### src/fts_pkg.sv
// constants, types and register map of the frontend timer unit
package fts_pkg;

	// ----------------------------------------------------------------
	// clock rates in kHz
	// ----------------------------------------------------------------
	localparam int unsigned CLK_KHZ  = 125000; // system clock
	localparam int unsigned HF_KHZ   = 13560;  // fast counting clock
	localparam int unsigned SLOW_DIV = 64;     // fast ticks per slow tick

	// ----------------------------------------------------------------
	// counts and widths
	// ----------------------------------------------------------------
	localparam int unsigned NTMR   = 5;  // four general timers plus wake timer
	localparam int unsigned WAKE   = 4;  // index of the wake-up timer
	localparam int unsigned NEVT   = 3;  // external event inputs
	localparam int unsigned ACC_W  = 18; // fractional tick accumulator

	// ----------------------------------------------------------------
	// register byte addresses
	// ----------------------------------------------------------------
	localparam logic [7:0] A_CTRL   = 8'h00; // shared_timer_control
	localparam logic [7:0] A_SECOND_IRQ_STATUS   = 8'h04; // second_irq_status
	localparam logic [7:0] A_IRQ1EN = 8'h08; // second irq enable
	localparam logic [2:0] TMR_BANK = 3'h1;  // first timer bank at 0x20
	localparam logic [4:0] S_CTL    = 5'h00; // per-timer control
	localparam logic [4:0] S_MODE   = 5'h04; // per-timer mode
	localparam logic [4:0] S_RLD_HI = 5'h08; // reload_high_byte
	localparam logic [4:0] S_RLD_LO = 5'h0c; // reload_low_byte
	localparam logic [4:0] S_CNT_HI = 5'h10; // count_high_byte
	localparam logic [4:0] S_CNT_LO = 5'h14; // count_low_byte

	// ----------------------------------------------------------------
	// field positions
	// ----------------------------------------------------------------
	localparam int CTL_CLK   = 0; // [1:0] clock select
	localparam int CTL_AR    = 2; // auto_reload_option
	localparam int CTL_AW    = 3; // auto_wakeup_option (wake timer)
	localparam int CTL_START = 4; // [5:4] start event select
	localparam int CTL_STOP  = 6; // [7:6] stop event select
	localparam int MODE_GO   = 0; // start pulse
	localparam int MODE_HALT = 1; // stop pulse
	localparam int MODE_STBY = 2; // enter standby (wake timer)
	localparam int IRQ_ANY   = 6; // any_irq_flag
	localparam int IRQ_SET   = 7; // set (1) or clear (0) selector
	localparam int CTRL_ACT  = 4; // immediate_action_bit field

	// clock select codes and the no-event select code
	localparam logic [1:0] CLK_HF   = 2'h0;
	localparam logic [1:0] CLK_SLOW = 2'h1;
	localparam logic [1:0] CLK_WAKE = 2'h2;
	localparam logic [1:0] EVT_NONE = 2'h0; // immediate start / no stop

	// ----------------------------------------------------------------
	// types
	// ----------------------------------------------------------------
	typedef enum logic [1:0] {TS_IDLE, TS_ARMED, TS_COUNT} fts_tstate_t;

	typedef struct packed {
		logic        hsel;
		logic [7:0]  haddr;
		logic [1:0]  htrans;
		logic        hwrite;
		logic [2:0]  hsize;
		logic [31:0] hwdata;
		logic        hready;
	} fts_ahb_req_t;

	typedef struct packed {
		logic        hreadyout;
		logic        hresp;
		logic [31:0] hrdata;
	} fts_ahb_rsp_t;

	typedef struct packed {
		logic [ACC_W-1:0]       acc;
		logic [5:0]             div;
		logic                   osc_q;
		logic [NTMR-1:0][15:0]  cnt;
		logic [NTMR-1:0][15:0]  rld;
		logic [NTMR-1:0][7:0]   ctl;
		fts_tstate_t [NTMR-1:0] st;
		logic [NTMR-1:0]        flag;
		logic [NTMR-1:0]        irq_en;
		logic                   standby;
		logic                   wr_pend;
		logic                   rd_wait;
		logic [7:0]             addr;
		logic [7:0]             rdata;
	} fts_state_t;

endpackage

### src/fts_timer_unit.sv
// frontend timer unit: four counting timers, a wake timer, ahb-lite regs
`timescale 1ns/10ps

module fts_timer_unit #(
	parameter int unsigned CLK_KHZ  = fts_pkg::CLK_KHZ,
	parameter int unsigned HF_KHZ   = fts_pkg::HF_KHZ,
	parameter int unsigned SLOW_DIV = fts_pkg::SLOW_DIV
) (
	input  wire logic                  clk_i,
	input  wire logic                  rst_i,
	input  wire fts_pkg::fts_ahb_req_t ahb_i,
	output fts_pkg::fts_ahb_rsp_t      ahb_o,
	input  wire logic [2:0]            event_i,
	input  wire logic                  low_freq_osc_i,
	input  wire logic                  detect_done_i,
	input  wire logic                  card_found_i,
	output logic                       irq_o,
	output logic                       standby_o,
	output logic [3:0]                 running_o
);

	// ----------------------------------------------------------------
	// elaboration checks
	// ----------------------------------------------------------------
	if (HF_KHZ == 0 || HF_KHZ >= CLK_KHZ || CLK_KHZ >= (1 << fts_pkg::ACC_W))
		$error("fts_timer_unit: clock rates out of range");
	if (SLOW_DIV < 2 || SLOW_DIV > 64)
		$error("fts_timer_unit: SLOW_DIV must be 2..64");

	localparam logic [fts_pkg::ACC_W-1:0] INC  = fts_pkg::ACC_W'(HF_KHZ);
	localparam logic [fts_pkg::ACC_W-1:0] WRAP = fts_pkg::ACC_W'(CLK_KHZ);
	localparam logic [5:0] DIV_LAST = 6'(SLOW_DIV - 1);

	// ----------------------------------------------------------------
	// address decode shared by read and write paths
	// ----------------------------------------------------------------
	// returns {hit, index}; timer banks are 32 bytes apart
	function automatic logic [3:0] tmr_dec(input logic [7:0] a);
		logic [2:0] bank;
		bank = a[7:5] - fts_pkg::TMR_BANK;
		tmr_dec = {(a[7:5] >= fts_pkg::TMR_BANK) &&
			(bank < 3'(fts_pkg::NTMR)), bank};
	endfunction

	// level of the event input chosen by a non-zero select code, 0 for code 0
	function automatic logic evt_pick(input logic [2:0] ev,
		input logic [1:0] sel);
		evt_pick = (sel != fts_pkg::EVT_NONE) && ev[sel - 2'h1];
	endfunction

	fts_pkg::fts_state_t s_q;
	fts_pkg::fts_state_t s_d;

	// ----------------------------------------------------------------
	// next-state logic
	// ----------------------------------------------------------------
	always_comb
	begin
		logic [fts_pkg::ACC_W-1:0] sum;
		logic                      hf_tick;
		logic                      slow_tick;
		logic                      osc_tick;
		logic [3:0]                dec;
		logic [7:0]                wdat;
		logic [fts_pkg::NTMR-1:0]  go;
		logic [fts_pkg::NTMR-1:0]  halt;
		logic [fts_pkg::NTMR-1:0]  f_set;
		logic [fts_pkg::NTMR-1:0]  f_clr;
		logic [fts_pkg::NTMR-1:0]  uf;
		logic                      tick;
		logic                      sev;
		logic                      stp;
		logic [1:0]                csel;
		sum       = '0;
		hf_tick   = 1'b0;
		slow_tick = 1'b0;
		osc_tick  = 1'b0;
		dec       = '0;
		wdat      = '0;
		go        = '0;
		halt      = '0;
		f_set     = '0;
		f_clr     = '0;
		uf        = '0;
		tick      = 1'b0;
		sev       = 1'b0;
		stp       = 1'b0;
		csel      = '0;
		s_d       = s_q;

		// fractional divider gives the fast tick on average rate
		sum = s_q.acc + INC;
		if (sum >= WRAP)
		begin
			s_d.acc = sum - WRAP;
			hf_tick = 1'b1;
		end
		else
			s_d.acc = sum;

		// slow tick: one pulse per SLOW_DIV fast ticks
		if (hf_tick)
		begin
			slow_tick = (s_q.div == DIV_LAST);
			s_d.div   = slow_tick ? 6'h00 : s_q.div + 6'h01;
		end

		// oscillator rising edge clocks the wake timer
		osc_tick  = low_freq_osc_i & ~s_q.osc_q;
		s_d.osc_q = low_freq_osc_i;

		// bus write data phase
		wdat = ahb_i.hwdata[7:0];
		dec  = tmr_dec(s_q.addr);
		if (s_q.wr_pend)
		begin
			if (s_q.addr == fts_pkg::A_CTRL)
			begin
				// action bit picks timers, running bit says start or stop
				for (int i = 0; i < 4; i++)
				begin
					if (wdat[fts_pkg::CTRL_ACT + i])
					begin
						go[i]   = wdat[i];
						halt[i] = ~wdat[i];
					end
				end
			end
			else if (s_q.addr == fts_pkg::A_SECOND_IRQ_STATUS)
			begin
				// top bit chooses set or clear of the marked flags
				if (wdat[fts_pkg::IRQ_SET])
					f_set = wdat[fts_pkg::NTMR-1:0];
				else
					f_clr = wdat[fts_pkg::NTMR-1:0];
			end
			else if (s_q.addr == fts_pkg::A_IRQ1EN)
				s_d.irq_en = wdat[fts_pkg::NTMR-1:0];
			else if (dec[3])
			begin
				unique case (s_q.addr[4:0])
					fts_pkg::S_CTL:    s_d.ctl[dec[2:0]] = wdat;
					fts_pkg::S_MODE:
					begin
						go[dec[2:0]]   = wdat[fts_pkg::MODE_GO];
						halt[dec[2:0]] = wdat[fts_pkg::MODE_HALT];
						if (dec[2:0] == 3'(fts_pkg::WAKE) &&
							wdat[fts_pkg::MODE_STBY])
							s_d.standby = 1'b1;
					end
					fts_pkg::S_RLD_HI: s_d.rld[dec[2:0]][15:8] = wdat;
					fts_pkg::S_RLD_LO: s_d.rld[dec[2:0]][7:0]  = wdat;
					default: ;
				endcase
			end
		end

		// timers, wake timer first so its underflow can clock the rest
		for (int i = fts_pkg::NTMR - 1; i >= 0; i--)
		begin
			csel = s_q.ctl[i][fts_pkg::CTL_CLK +: 2];
			if (i == fts_pkg::WAKE)
				tick = osc_tick;
			else
				unique case (csel)
					fts_pkg::CLK_HF:   tick = hf_tick;
					fts_pkg::CLK_SLOW: tick = slow_tick;
					fts_pkg::CLK_WAKE: tick = uf[fts_pkg::WAKE];
					default:           tick = 1'b0;
				endcase
			sev = (s_q.ctl[i][fts_pkg::CTL_START +: 2] == fts_pkg::EVT_NONE)
				|| evt_pick(event_i, s_q.ctl[i][fts_pkg::CTL_START +: 2]);
			stp = evt_pick(event_i, s_q.ctl[i][fts_pkg::CTL_STOP +: 2]);

			unique case (s_q.st[i])
				fts_pkg::TS_IDLE: ;
				fts_pkg::TS_ARMED:
				begin
					if (stp)
						s_d.st[i] = fts_pkg::TS_IDLE;
					else if (sev)
						s_d.st[i] = fts_pkg::TS_COUNT;
				end
				fts_pkg::TS_COUNT:
				begin
					if (stp)
						s_d.st[i] = fts_pkg::TS_IDLE;
					else if (tick)
					begin
						if (s_q.cnt[i] == 16'h0000)
						begin
							uf[i] = 1'b1;
							if (s_q.ctl[i][fts_pkg::CTL_AR])
								s_d.cnt[i] = s_q.rld[i];
							else
								s_d.st[i] = fts_pkg::TS_IDLE;
						end
						else
							s_d.cnt[i] = s_q.cnt[i] - 16'h0001;
					end
				end
			endcase

			// commands: stop wins over start in the same write
			if (halt[i])
				s_d.st[i] = fts_pkg::TS_IDLE;
			else if (go[i])
			begin
				s_d.cnt[i] = s_q.rld[i];
				s_d.st[i]  = fts_pkg::TS_ARMED;
			end
		end

		// hardware set wins over a host clear in the same cycle
		s_d.flag = (s_q.flag & ~f_clr) | f_set | uf;

		// wake timer expiry leaves standby; auto-wakeup re-enters it
		if (uf[fts_pkg::WAKE] && s_q.standby)
			s_d.standby = 1'b0;
		else if (!s_q.standby && s_q.ctl[fts_pkg::WAKE][fts_pkg::CTL_AW] &&
			detect_done_i && !card_found_i)
			s_d.standby = 1'b1;

		// read data phase: one wait state, data from flops
		s_d.rd_wait = 1'b0;
		if (s_q.rd_wait)
		begin
			s_d.rdata = 8'h00;
			if (s_q.addr == fts_pkg::A_CTRL)
				for (int i = 0; i < 4; i++)
					s_d.rdata[i] = (s_q.st[i] != fts_pkg::TS_IDLE);
			else if (s_q.addr == fts_pkg::A_SECOND_IRQ_STATUS)
			begin
				s_d.rdata[fts_pkg::NTMR-1:0] = s_q.flag;
				s_d.rdata[fts_pkg::IRQ_ANY]  = |(s_q.flag & s_q.irq_en);
			end
			else if (s_q.addr == fts_pkg::A_IRQ1EN)
				s_d.rdata[fts_pkg::NTMR-1:0] = s_q.irq_en;
			else if (dec[3])
				unique case (s_q.addr[4:0])
					fts_pkg::S_CTL:    s_d.rdata = s_q.ctl[dec[2:0]];
					fts_pkg::S_MODE:
					begin
						s_d.rdata[fts_pkg::MODE_GO] =
							(s_q.st[dec[2:0]] != fts_pkg::TS_IDLE);
						s_d.rdata[fts_pkg::MODE_STBY] = s_q.standby;
					end
					fts_pkg::S_RLD_HI: s_d.rdata = s_q.rld[dec[2:0]][15:8];
					fts_pkg::S_RLD_LO: s_d.rdata = s_q.rld[dec[2:0]][7:0];
					fts_pkg::S_CNT_HI: s_d.rdata = s_q.cnt[dec[2:0]][15:8];
					fts_pkg::S_CNT_LO: s_d.rdata = s_q.cnt[dec[2:0]][7:0];
					default: ;
				endcase
		end

		// address phase capture
		s_d.wr_pend = 1'b0;
		if (ahb_i.hready && ahb_i.hsel && ahb_i.htrans[1])
		begin
			s_d.addr    = ahb_i.haddr;
			s_d.wr_pend = ahb_i.hwrite;
			s_d.rd_wait = ~ahb_i.hwrite;
		end
	end

	// ----------------------------------------------------------------
	// state register
	// ----------------------------------------------------------------
	always_ff @(posedge clk_i)
	begin
		if (rst_i)
		begin
			s_q <= '0;
			for (int i = 0; i < fts_pkg::NTMR; i++)
				s_q.st[i] <= fts_pkg::TS_IDLE;
		end
		else
			s_q <= s_d;
	end

	// ----------------------------------------------------------------
	// outputs
	// ----------------------------------------------------------------
	assign ahb_o.hreadyout = ~s_q.rd_wait;
	assign ahb_o.hresp     = 1'b0;
	assign ahb_o.hrdata    = {24'h000000, s_q.rdata};
	assign irq_o           = |(s_q.flag & s_q.irq_en);
	assign standby_o       = s_q.standby;

	// running status of timers 0..3
	always_comb
	begin
		for (int i = 0; i < 4; i++)
			running_o[i] = (s_q.st[i] != fts_pkg::TS_IDLE);
	end

endmodule

### config.mk
export PLATFORM = sky130hd
export DESIGN_NAME = fts_timer_unit
export DESIGN_NICKNAME = d
export VERILOG_FILES = /design/src/fts_pkg.sv /design/src/fts_timer_unit.sv
export SDC_FILE = /design/constraint.sdc
export NUM_CORES = 1
export LEC_CHECK = 0
export BUFFER_PORTS_ARGS = -buffer_cell sky130_fd_sc_hd__buf_2
export CORE_MARGIN = 5
export CORE_UTILIZATION = 62
export CTS_CLUSTER_DIAMETER = 30
export DETAILED_ROUTE_END_ITERATION = 10
export PLACE_DENSITY = 0.81
export SLEW_MARGIN = 20
export SYNTH_ARGS = -nofsm -noshare
export SYNTH_HDL_FRONTEND = slang
export SYNTH_SLANG_ARGS = --single-unit
### constraint.sdc
create_clock -name clk_i -period 4.7 [get_ports clk_i]
set_input_delay 0.47 -clock clk_i [delete_from_list [all_inputs] [get_ports clk_i]]
set_output_delay 0.47 -clock clk_i [all_outputs]
set_load 0.01 [all_outputs]
* Word-level counts from Yosys, hierarchy flattened
Index checks and enable logic that the tools add are counted.
Cells by class: bitwise operators 19, $lt $le $gt $ge 15, multiplexer cells 194, eq/ne operators 70, add/subtract/negate cells 19, reductions and logical operators 99
Operators with widths (number):
- $mux W16 | 38
- $bwmux W80 | 2
- $pmux W80 S2 | 1
- $mux W5 | 20
- $bmux W16 S3 | 2
- $demux W16 S3 | 2
- $logic_not A16 Y1 | 5
- $ne A4 B4 Y1 const B | 20
- $sub A16 B1 Y16 const B | 5
- $mux W2 | 31
- $ne A3 B3 Y1 const B | 20
- $mux W1 | 59
- $reduce_and A5 Y1 | 10
- $reduce_bool A2 Y1 | 25
- $bwmux W40 | 1
- $mux W8 | 4
- $lt A2 B3 Y1 const B | 10
- $pmux W5 S5 | 1
- $bmux W8 S3 | 1
- $demux W8 S3 | 1
- $and A5 B5 Y5 | 4
- $bmux W1 S2 | 10
- $pmux W2 S2 | 5
- $sub A2 B1 Y2 const B | 10
- 45 further kinds | 129
Word-level totals: output and inout bits 40, word-level logic and storage cells 451, register bits 264, bits of input ports 56

* Depth between registers and ports, before layout
word-level depth 14, mapped depth 16, depth with buffers taken out 11

* Least setup slack after synthesis
Ideal clock, no wire load.
path kind reg2reg, from register s_q[13] (netlist name), to register s_q[47] (netlist name), slack 0.766 ns, buffers on the path 7, arrival time 3.807 ns, cell stages (with the launch flop) 14, cell sequence dfxtp_1 -> buf_1 -> inv_1 -> clkbuf_1 -> ha_1 -> clkbuf_1 -> buf_1 -> clkbuf_1 -> clkbuf_1 -> and3_1 -> clkbuf_1 -> nand2_1 -> mux2i_1 -> nor2_1
Between the ends: word-level cells in the longest chain between the ends 6, elaborated cells on any way between the ends 17, classes of those cells add/sub: 1; order compare: 4; eq/ne: 2; mux: 3; bitwise: 3; reduce/logical: 4
RTL lines:
- from (decl) | RTL line fts_timer_unit.sv:51 | fts_pkg::fts_state_t s_q;
- $sub A3 B1 Y3 | RTL line fts_timer_unit.sv:40 | bank = a[7:5] - fts_pkg::TMR_BANK;
- $lt A3 B4 Y1 (not written as such) / $ge A3 B1 Y1 (equally long branches) | RTL line fts_timer_unit.sv:142 | fts_pkg::S_CTL: s_d.ctl[dec[2:0]] = wdat;
- $logic_and A1 B1 Y1 (not written as such) | RTL line fts_timer_unit.sv:142
- $mux W8 (not written as such) | RTL line fts_timer_unit.sv:142
- $demux W8 S3 | RTL line fts_timer_unit.sv:142
- $bwmux W40 | RTL line fts_timer_unit.sv:142
Parallel ways exist; a longest one is shown, timed or not. A chain may end at the register's enable or synchronous reset.

* Final worst setup path
from register s_q[249] (netlist name), to register s_q[164] (netlist name)
Between the ends: word-level cells in the longest chain between the ends 10
RTL lines:
- $add A18 B14 Y18 * | RTL line fts_timer_unit.sv:92 | sum = s_q.acc + INC;
- $ge A18 B17 Y1 * | RTL line fts_timer_unit.sv:93 | if (sum >= WRAP)
- $mux W1 * | RTL line fts_timer_unit.sv:93
- $mux W1 | RTL line fts_timer_unit.sv:102 | if (hf_tick)
- $pmux W1 S3 * | RTL line fts_timer_unit.sv:165 | unique case (csel)
- $mux W16 * | RTL line fts_timer_unit.sv:188 | else if (tick)
- $mux W16 * | RTL line fts_timer_unit.sv:186 | if (stp)
- $mux W16 * | RTL line fts_timer_unit.sv:175 | unique case (s_q.st[i])
- $mux W16 | RTL line fts_timer_unit.sv:207 | else if (go[i])
- $mux W16 * | RTL line fts_timer_unit.sv:205 | if (halt[i])
Every way passes the cells marked *; elsewhere a longest branch is shown, timed or not.

==> results.txt <==
- The routed layout has 17,608 vias.
- Register-to-register setup slack: 0.51 ns
- The initial antenna violation count is 1.
- Summed over all nets, the half-perimeter wirelength after detailed placement is 41.4 mm.
- Total number of yosys warnings: 0
* Final count of negative-setup-slack endpoints: 0
- Cell type contributing the most total cell area after synthesis: sky130_fd_sc_hd__dfxtp_1
* Dpl cell area: 0.0168 mm^2
* Data arrival time of the worst path: 4.65 ns
* Gr usage total: 0.379
- The tightest hold path in the finished design has a slack of 0.0622 ns.
* Vias in the first global route: 16,130
* Share of the cycle needed by the critical path after routing: 0.893
- Number of distinct library cells after synthesis: 89
* Total number of clock tree sinks: 261
- Ant diodes: 0
- In this run the power density over the cells is 409 mW/mm^2.
- STA classifies the critical path startpoint as a register.
* Critical Path Sink Type: register
- Of the total power, combinational logic draws 0.107.
- Number of nets with antenna violations after detailed routing: 0
- For this run, asynchronously set or reset flops after synthesis account for 0.
- Most frequent cell after synthesis: sky130_fd_sc_hd__dfxtp_1
- Critical-path maximum fanout: 9
- Count of pins on the block boundary: 96
- Number of maximum-capacitance constraint violations: 0
* Layout Nets: 2,211
- Clock tree synthesis selected as its root buffer the cell sky130_fd_sc_hd__clkbuf_16.
- Post-synthesis instance total: 2,153
* Clock-pin slew reported for the worst setup and hold paths after clock tree synthesis: 0.05 ns
- Avg Inst Size Synth: 7.71 um^2
- The setup path with the least slack is of type reg2reg.
- The detailed router finished its first iteration with 2,820 violations.
- CTS tree: yes
- Synthesized-area fraction occupied by adder cells: 0.0203
- The worst-case IR drop observed on VDD is 324 uV.
* Largest family of logic cells by synthesized area: simple AND/OR/NAND/NOR gates
* DR vias/cell: 6.99
- Parity-gate share of the synthesized area counting xor and xnor cells: 0.0163
- Post_cts resized: 0
- Yosys top cell area share: 0.315
* IO Port Bufs: 42
- Routability-driven placement finished with a final weighted congestion of 1.04.
- Of the total synthesized cell area, the portion taken by AND, OR, NAND and NOR gates is 0.244.
- Sequential power share: 0.303
* Number of buffers added for setup after CTS: 0
- Count of final max-slew check failures: 0
* Full die area: 0.0302 mm^2
* Switching power summed over all nets: 2060 uW
- Post-layout minimum cycle time: 4.19 ns
* Prevailing post-synth register cell: sky130_fd_sc_hd__dfxtp_1
- Of the total power, the clock network draws 0.590.
- Measured in cells, the most critical reg-to-reg path has a length of 13.
- The initial utilization of the core area, before any placement, comes to 0.623.
- Global-route wire length before repair: 92.3 mm
- Entering global routing, the biggest net connects 96 pins.
- Number of flip-flops and latches in the synthesized netlist: 261
- Dividing the detail-routed wire length by the instance count gives 23.8 um.
- The design draws 7760 uW.
- The worst pin sits at a relative slew slack of 0.337.
- Unrepaired setup endpoints after global routing: no
- Post-route cell area: 0.0190 mm^2
- After detailed routing, the total wire length is 60.1 mm.
- Portion of netlist area occupied by mux cells: 0.112
- The analysis attributes to cell leakage a power of 0.00732 uW.
- The die is 174 um tall.
- Timing would allow up to 238 MHz.
- Fraction of power spent switching nets: 0.266
* Compound-cell area share of the yosys netlist: 0.222
* Area of the placeable core: 0.0267 mm^2
- Crit path required time: 5.16 ns
- The tightest min-delay check is of the in2reg type.
- Number of CTS-inserted buffers: 60
- Top cells by area in the synthesized netlist: sky130_fd_sc_hd__dfxtp_1 31%, sky130_fd_sc_hd__mux2i_1 6.8%, sky130_fd_sc_hd__nand2_1 5.5%
- Worst Clk Skew: 0.0234 ns
- Run status: finished clean
* Summed instance area of the synthesized netlist: 0.0166 mm^2
- Clock H-tree levels: 2
* Placed Cells incl. Taps: 2,407
* Final instance count without filler cells: 2,520
* Residual DRC count: 0
- Of the cells placed in the final design, the portion with a size suffix greater than 1 is 0.121.
* Hold Vio Cnt, Final: 0
- For this run, the register share of the synthesized area comes to 0.315.
- In this run, synthesis inferred 0 flip-flops with an integrated enable.
- The worst hold path passes through 2 cells.
* Die width: 174 um
- Drt pass-1 iters: 9
- Clock insertion delay at the later pin of the skew report: 0.59 ns
- Slew at the pin with the worst max-slew slack: 0.991 ns
- Overflow left after global routing: 0
* Layout area overhead: 14.3%
* Final-layout setup total negative slack: 0 ns
- Bufs on Longest Clock Path: 3
- After floorplanning, the core was divided into 60 placement rows.
- Internal power comes to 5700 uW.
* Commonest cells post-synth: 261 x sky130_fd_sc_hd__dfxtp_1, 244 x sky130_fd_sc_hd__nand2_1, 240 x sky130_fd_sc_hd__nor2_1
- Post-CTS Hold Buffers: 0
==> power groups by stage <==
stage | registers (uW) | logic (uW) | clock network, uW
finish | 2350 | 835 | 4580
global route | 2360 | 902 | 4720
CTS | 2350 | 808 | 4580
detailed placement | 2390 | 794 | 0
global placement | 2390 | 775 | 0
floorplan | 2340 | 680 | 0
==> per-stage QoR <==
stage	utilization	setup WS (ns)
3_3_place_gp	0.629	0.754
2_1_floorplan	-	0.766
4_1_cts	0.712	0.586
5_1_grt	0.712	0.226
3_5_place_dp	0.629	0.645
6_report	0.712	0.505
==> worst paths after layout <==
kind	start	end
max	s_q[249]$_SDFFE_PP0N_	s_q[164]$_SDFF_PP0_
min	ahb_i[36]	s_q[16]$_SDFF_PP0_
max reg2reg	s_q[249]$_SDFFE_PP0N_	s_q[164]$_SDFF_PP0_
min reg2reg	s_q[42]$_SDFFE_PP0P_	s_q[42]$_SDFFE_PP0P_
==> final cells by class <==
type                       count  area [um^2]
multi-input combinational   1658        10300
fill                        2103         7670
sequential                   261         5230
clock buffer                  67         1560
clock inverter                46          666
timing repair buffer          81          509
tap                          341          427
inverter                      66          248
==> state kept, by name, indices dropped and copies added (netlist names) <==
name       flops
ahb_o          8
s_q          252
standby_o      1
==> logic make-up (layout without fill, tap and decap cells) <==
logic type	count (synthesis)	in the layout
fa+ha+maj	27	27
mux	150	150
buf+inv	258	260
xor+xnor	30	30
compound gates	561	561
flops	261	261
simple gates	865	865
other cells	1	25
==> per-layer routing <==
metal | track usage | up-vias | wire length, um
li1 | - | 7793 | -
met1 | 0.505 | 8203 | 23100
met2 | 0.578 | 1298 | 25900
met3 | 0.0698 | 312 | 6690
met4 | 0.221 | 2 | 4380
met5 | 0 | - | 12
==> critical path, cell delays in order (launching register included) <==
cell and delay, ns:
sky130_fd_sc_hd__dfxtp_1 0.49, sky130_fd_sc_hd__inv_1 0.13, sky130_fd_sc_hd__ha_1 0.26, sky130_fd_sc_hd__xnor2_1 0.35, sky130_fd_sc_hd__and3_1 0.22, sky130_fd_sc_hd__o21bai_1 0.13
sky130_fd_sc_hd__or4_4 0.55, sky130_fd_sc_hd__a41oi_4 0.25, sky130_fd_sc_hd__nor3_1 0.08, sky130_fd_sc_hd__buf_4 0.18, sky130_fd_sc_hd__o21ai_1 0.64, sky130_fd_sc_hd__buf_4 0.26
sky130_fd_sc_hd__o21ai_0 0.10, sky130_fd_sc_hd__a2111oi_0 0.42
==> placed cells by master, fill, tap and decap left out, types with 12 or more instances in the layout <==
cell / instances
sky130_fd_sc_hd__bufinv_16: 14
sky130_fd_sc_hd__buf_4: 39
sky130_fd_sc_hd__buf_2: 41
sky130_fd_sc_hd__nand2b_1: 16
sky130_fd_sc_hd__a31oi_1: 24
sky130_fd_sc_hd__and3_1: 26
sky130_fd_sc_hd__nor4_1: 18
sky130_fd_sc_hd__dfxtp_1: 260
sky130_fd_sc_hd__mux2i_1: 113
sky130_fd_sc_hd__nor2_1: 240
sky130_fd_sc_hd__o22ai_1: 17
sky130_fd_sc_hd__a211oi_1: 31
sky130_fd_sc_hd__nand2_1: 244
sky130_fd_sc_hd__nand4_1: 15
sky130_fd_sc_hd__ha_1: 26
sky130_fd_sc_hd__o21ai_0: 111
sky130_fd_sc_hd__conb_1: 25
sky130_fd_sc_hd__clkinv_2: 12
sky130_fd_sc_hd__o31ai_1: 22
sky130_fd_sc_hd__or3_1: 27
sky130_fd_sc_hd__inv_1: 65
sky130_fd_sc_hd__mux4_2: 28
sky130_fd_sc_hd__a21oi_1: 175
sky130_fd_sc_hd__nor3_1: 78
sky130_fd_sc_hd__a221oi_1: 22
sky130_fd_sc_hd__clkbuf_16: 60
sky130_fd_sc_hd__nand3_1: 133
sky130_fd_sc_hd__xnor2_1: 17
sky130_fd_sc_hd__a311oi_1: 16
(Power assumes the default switching activity.)
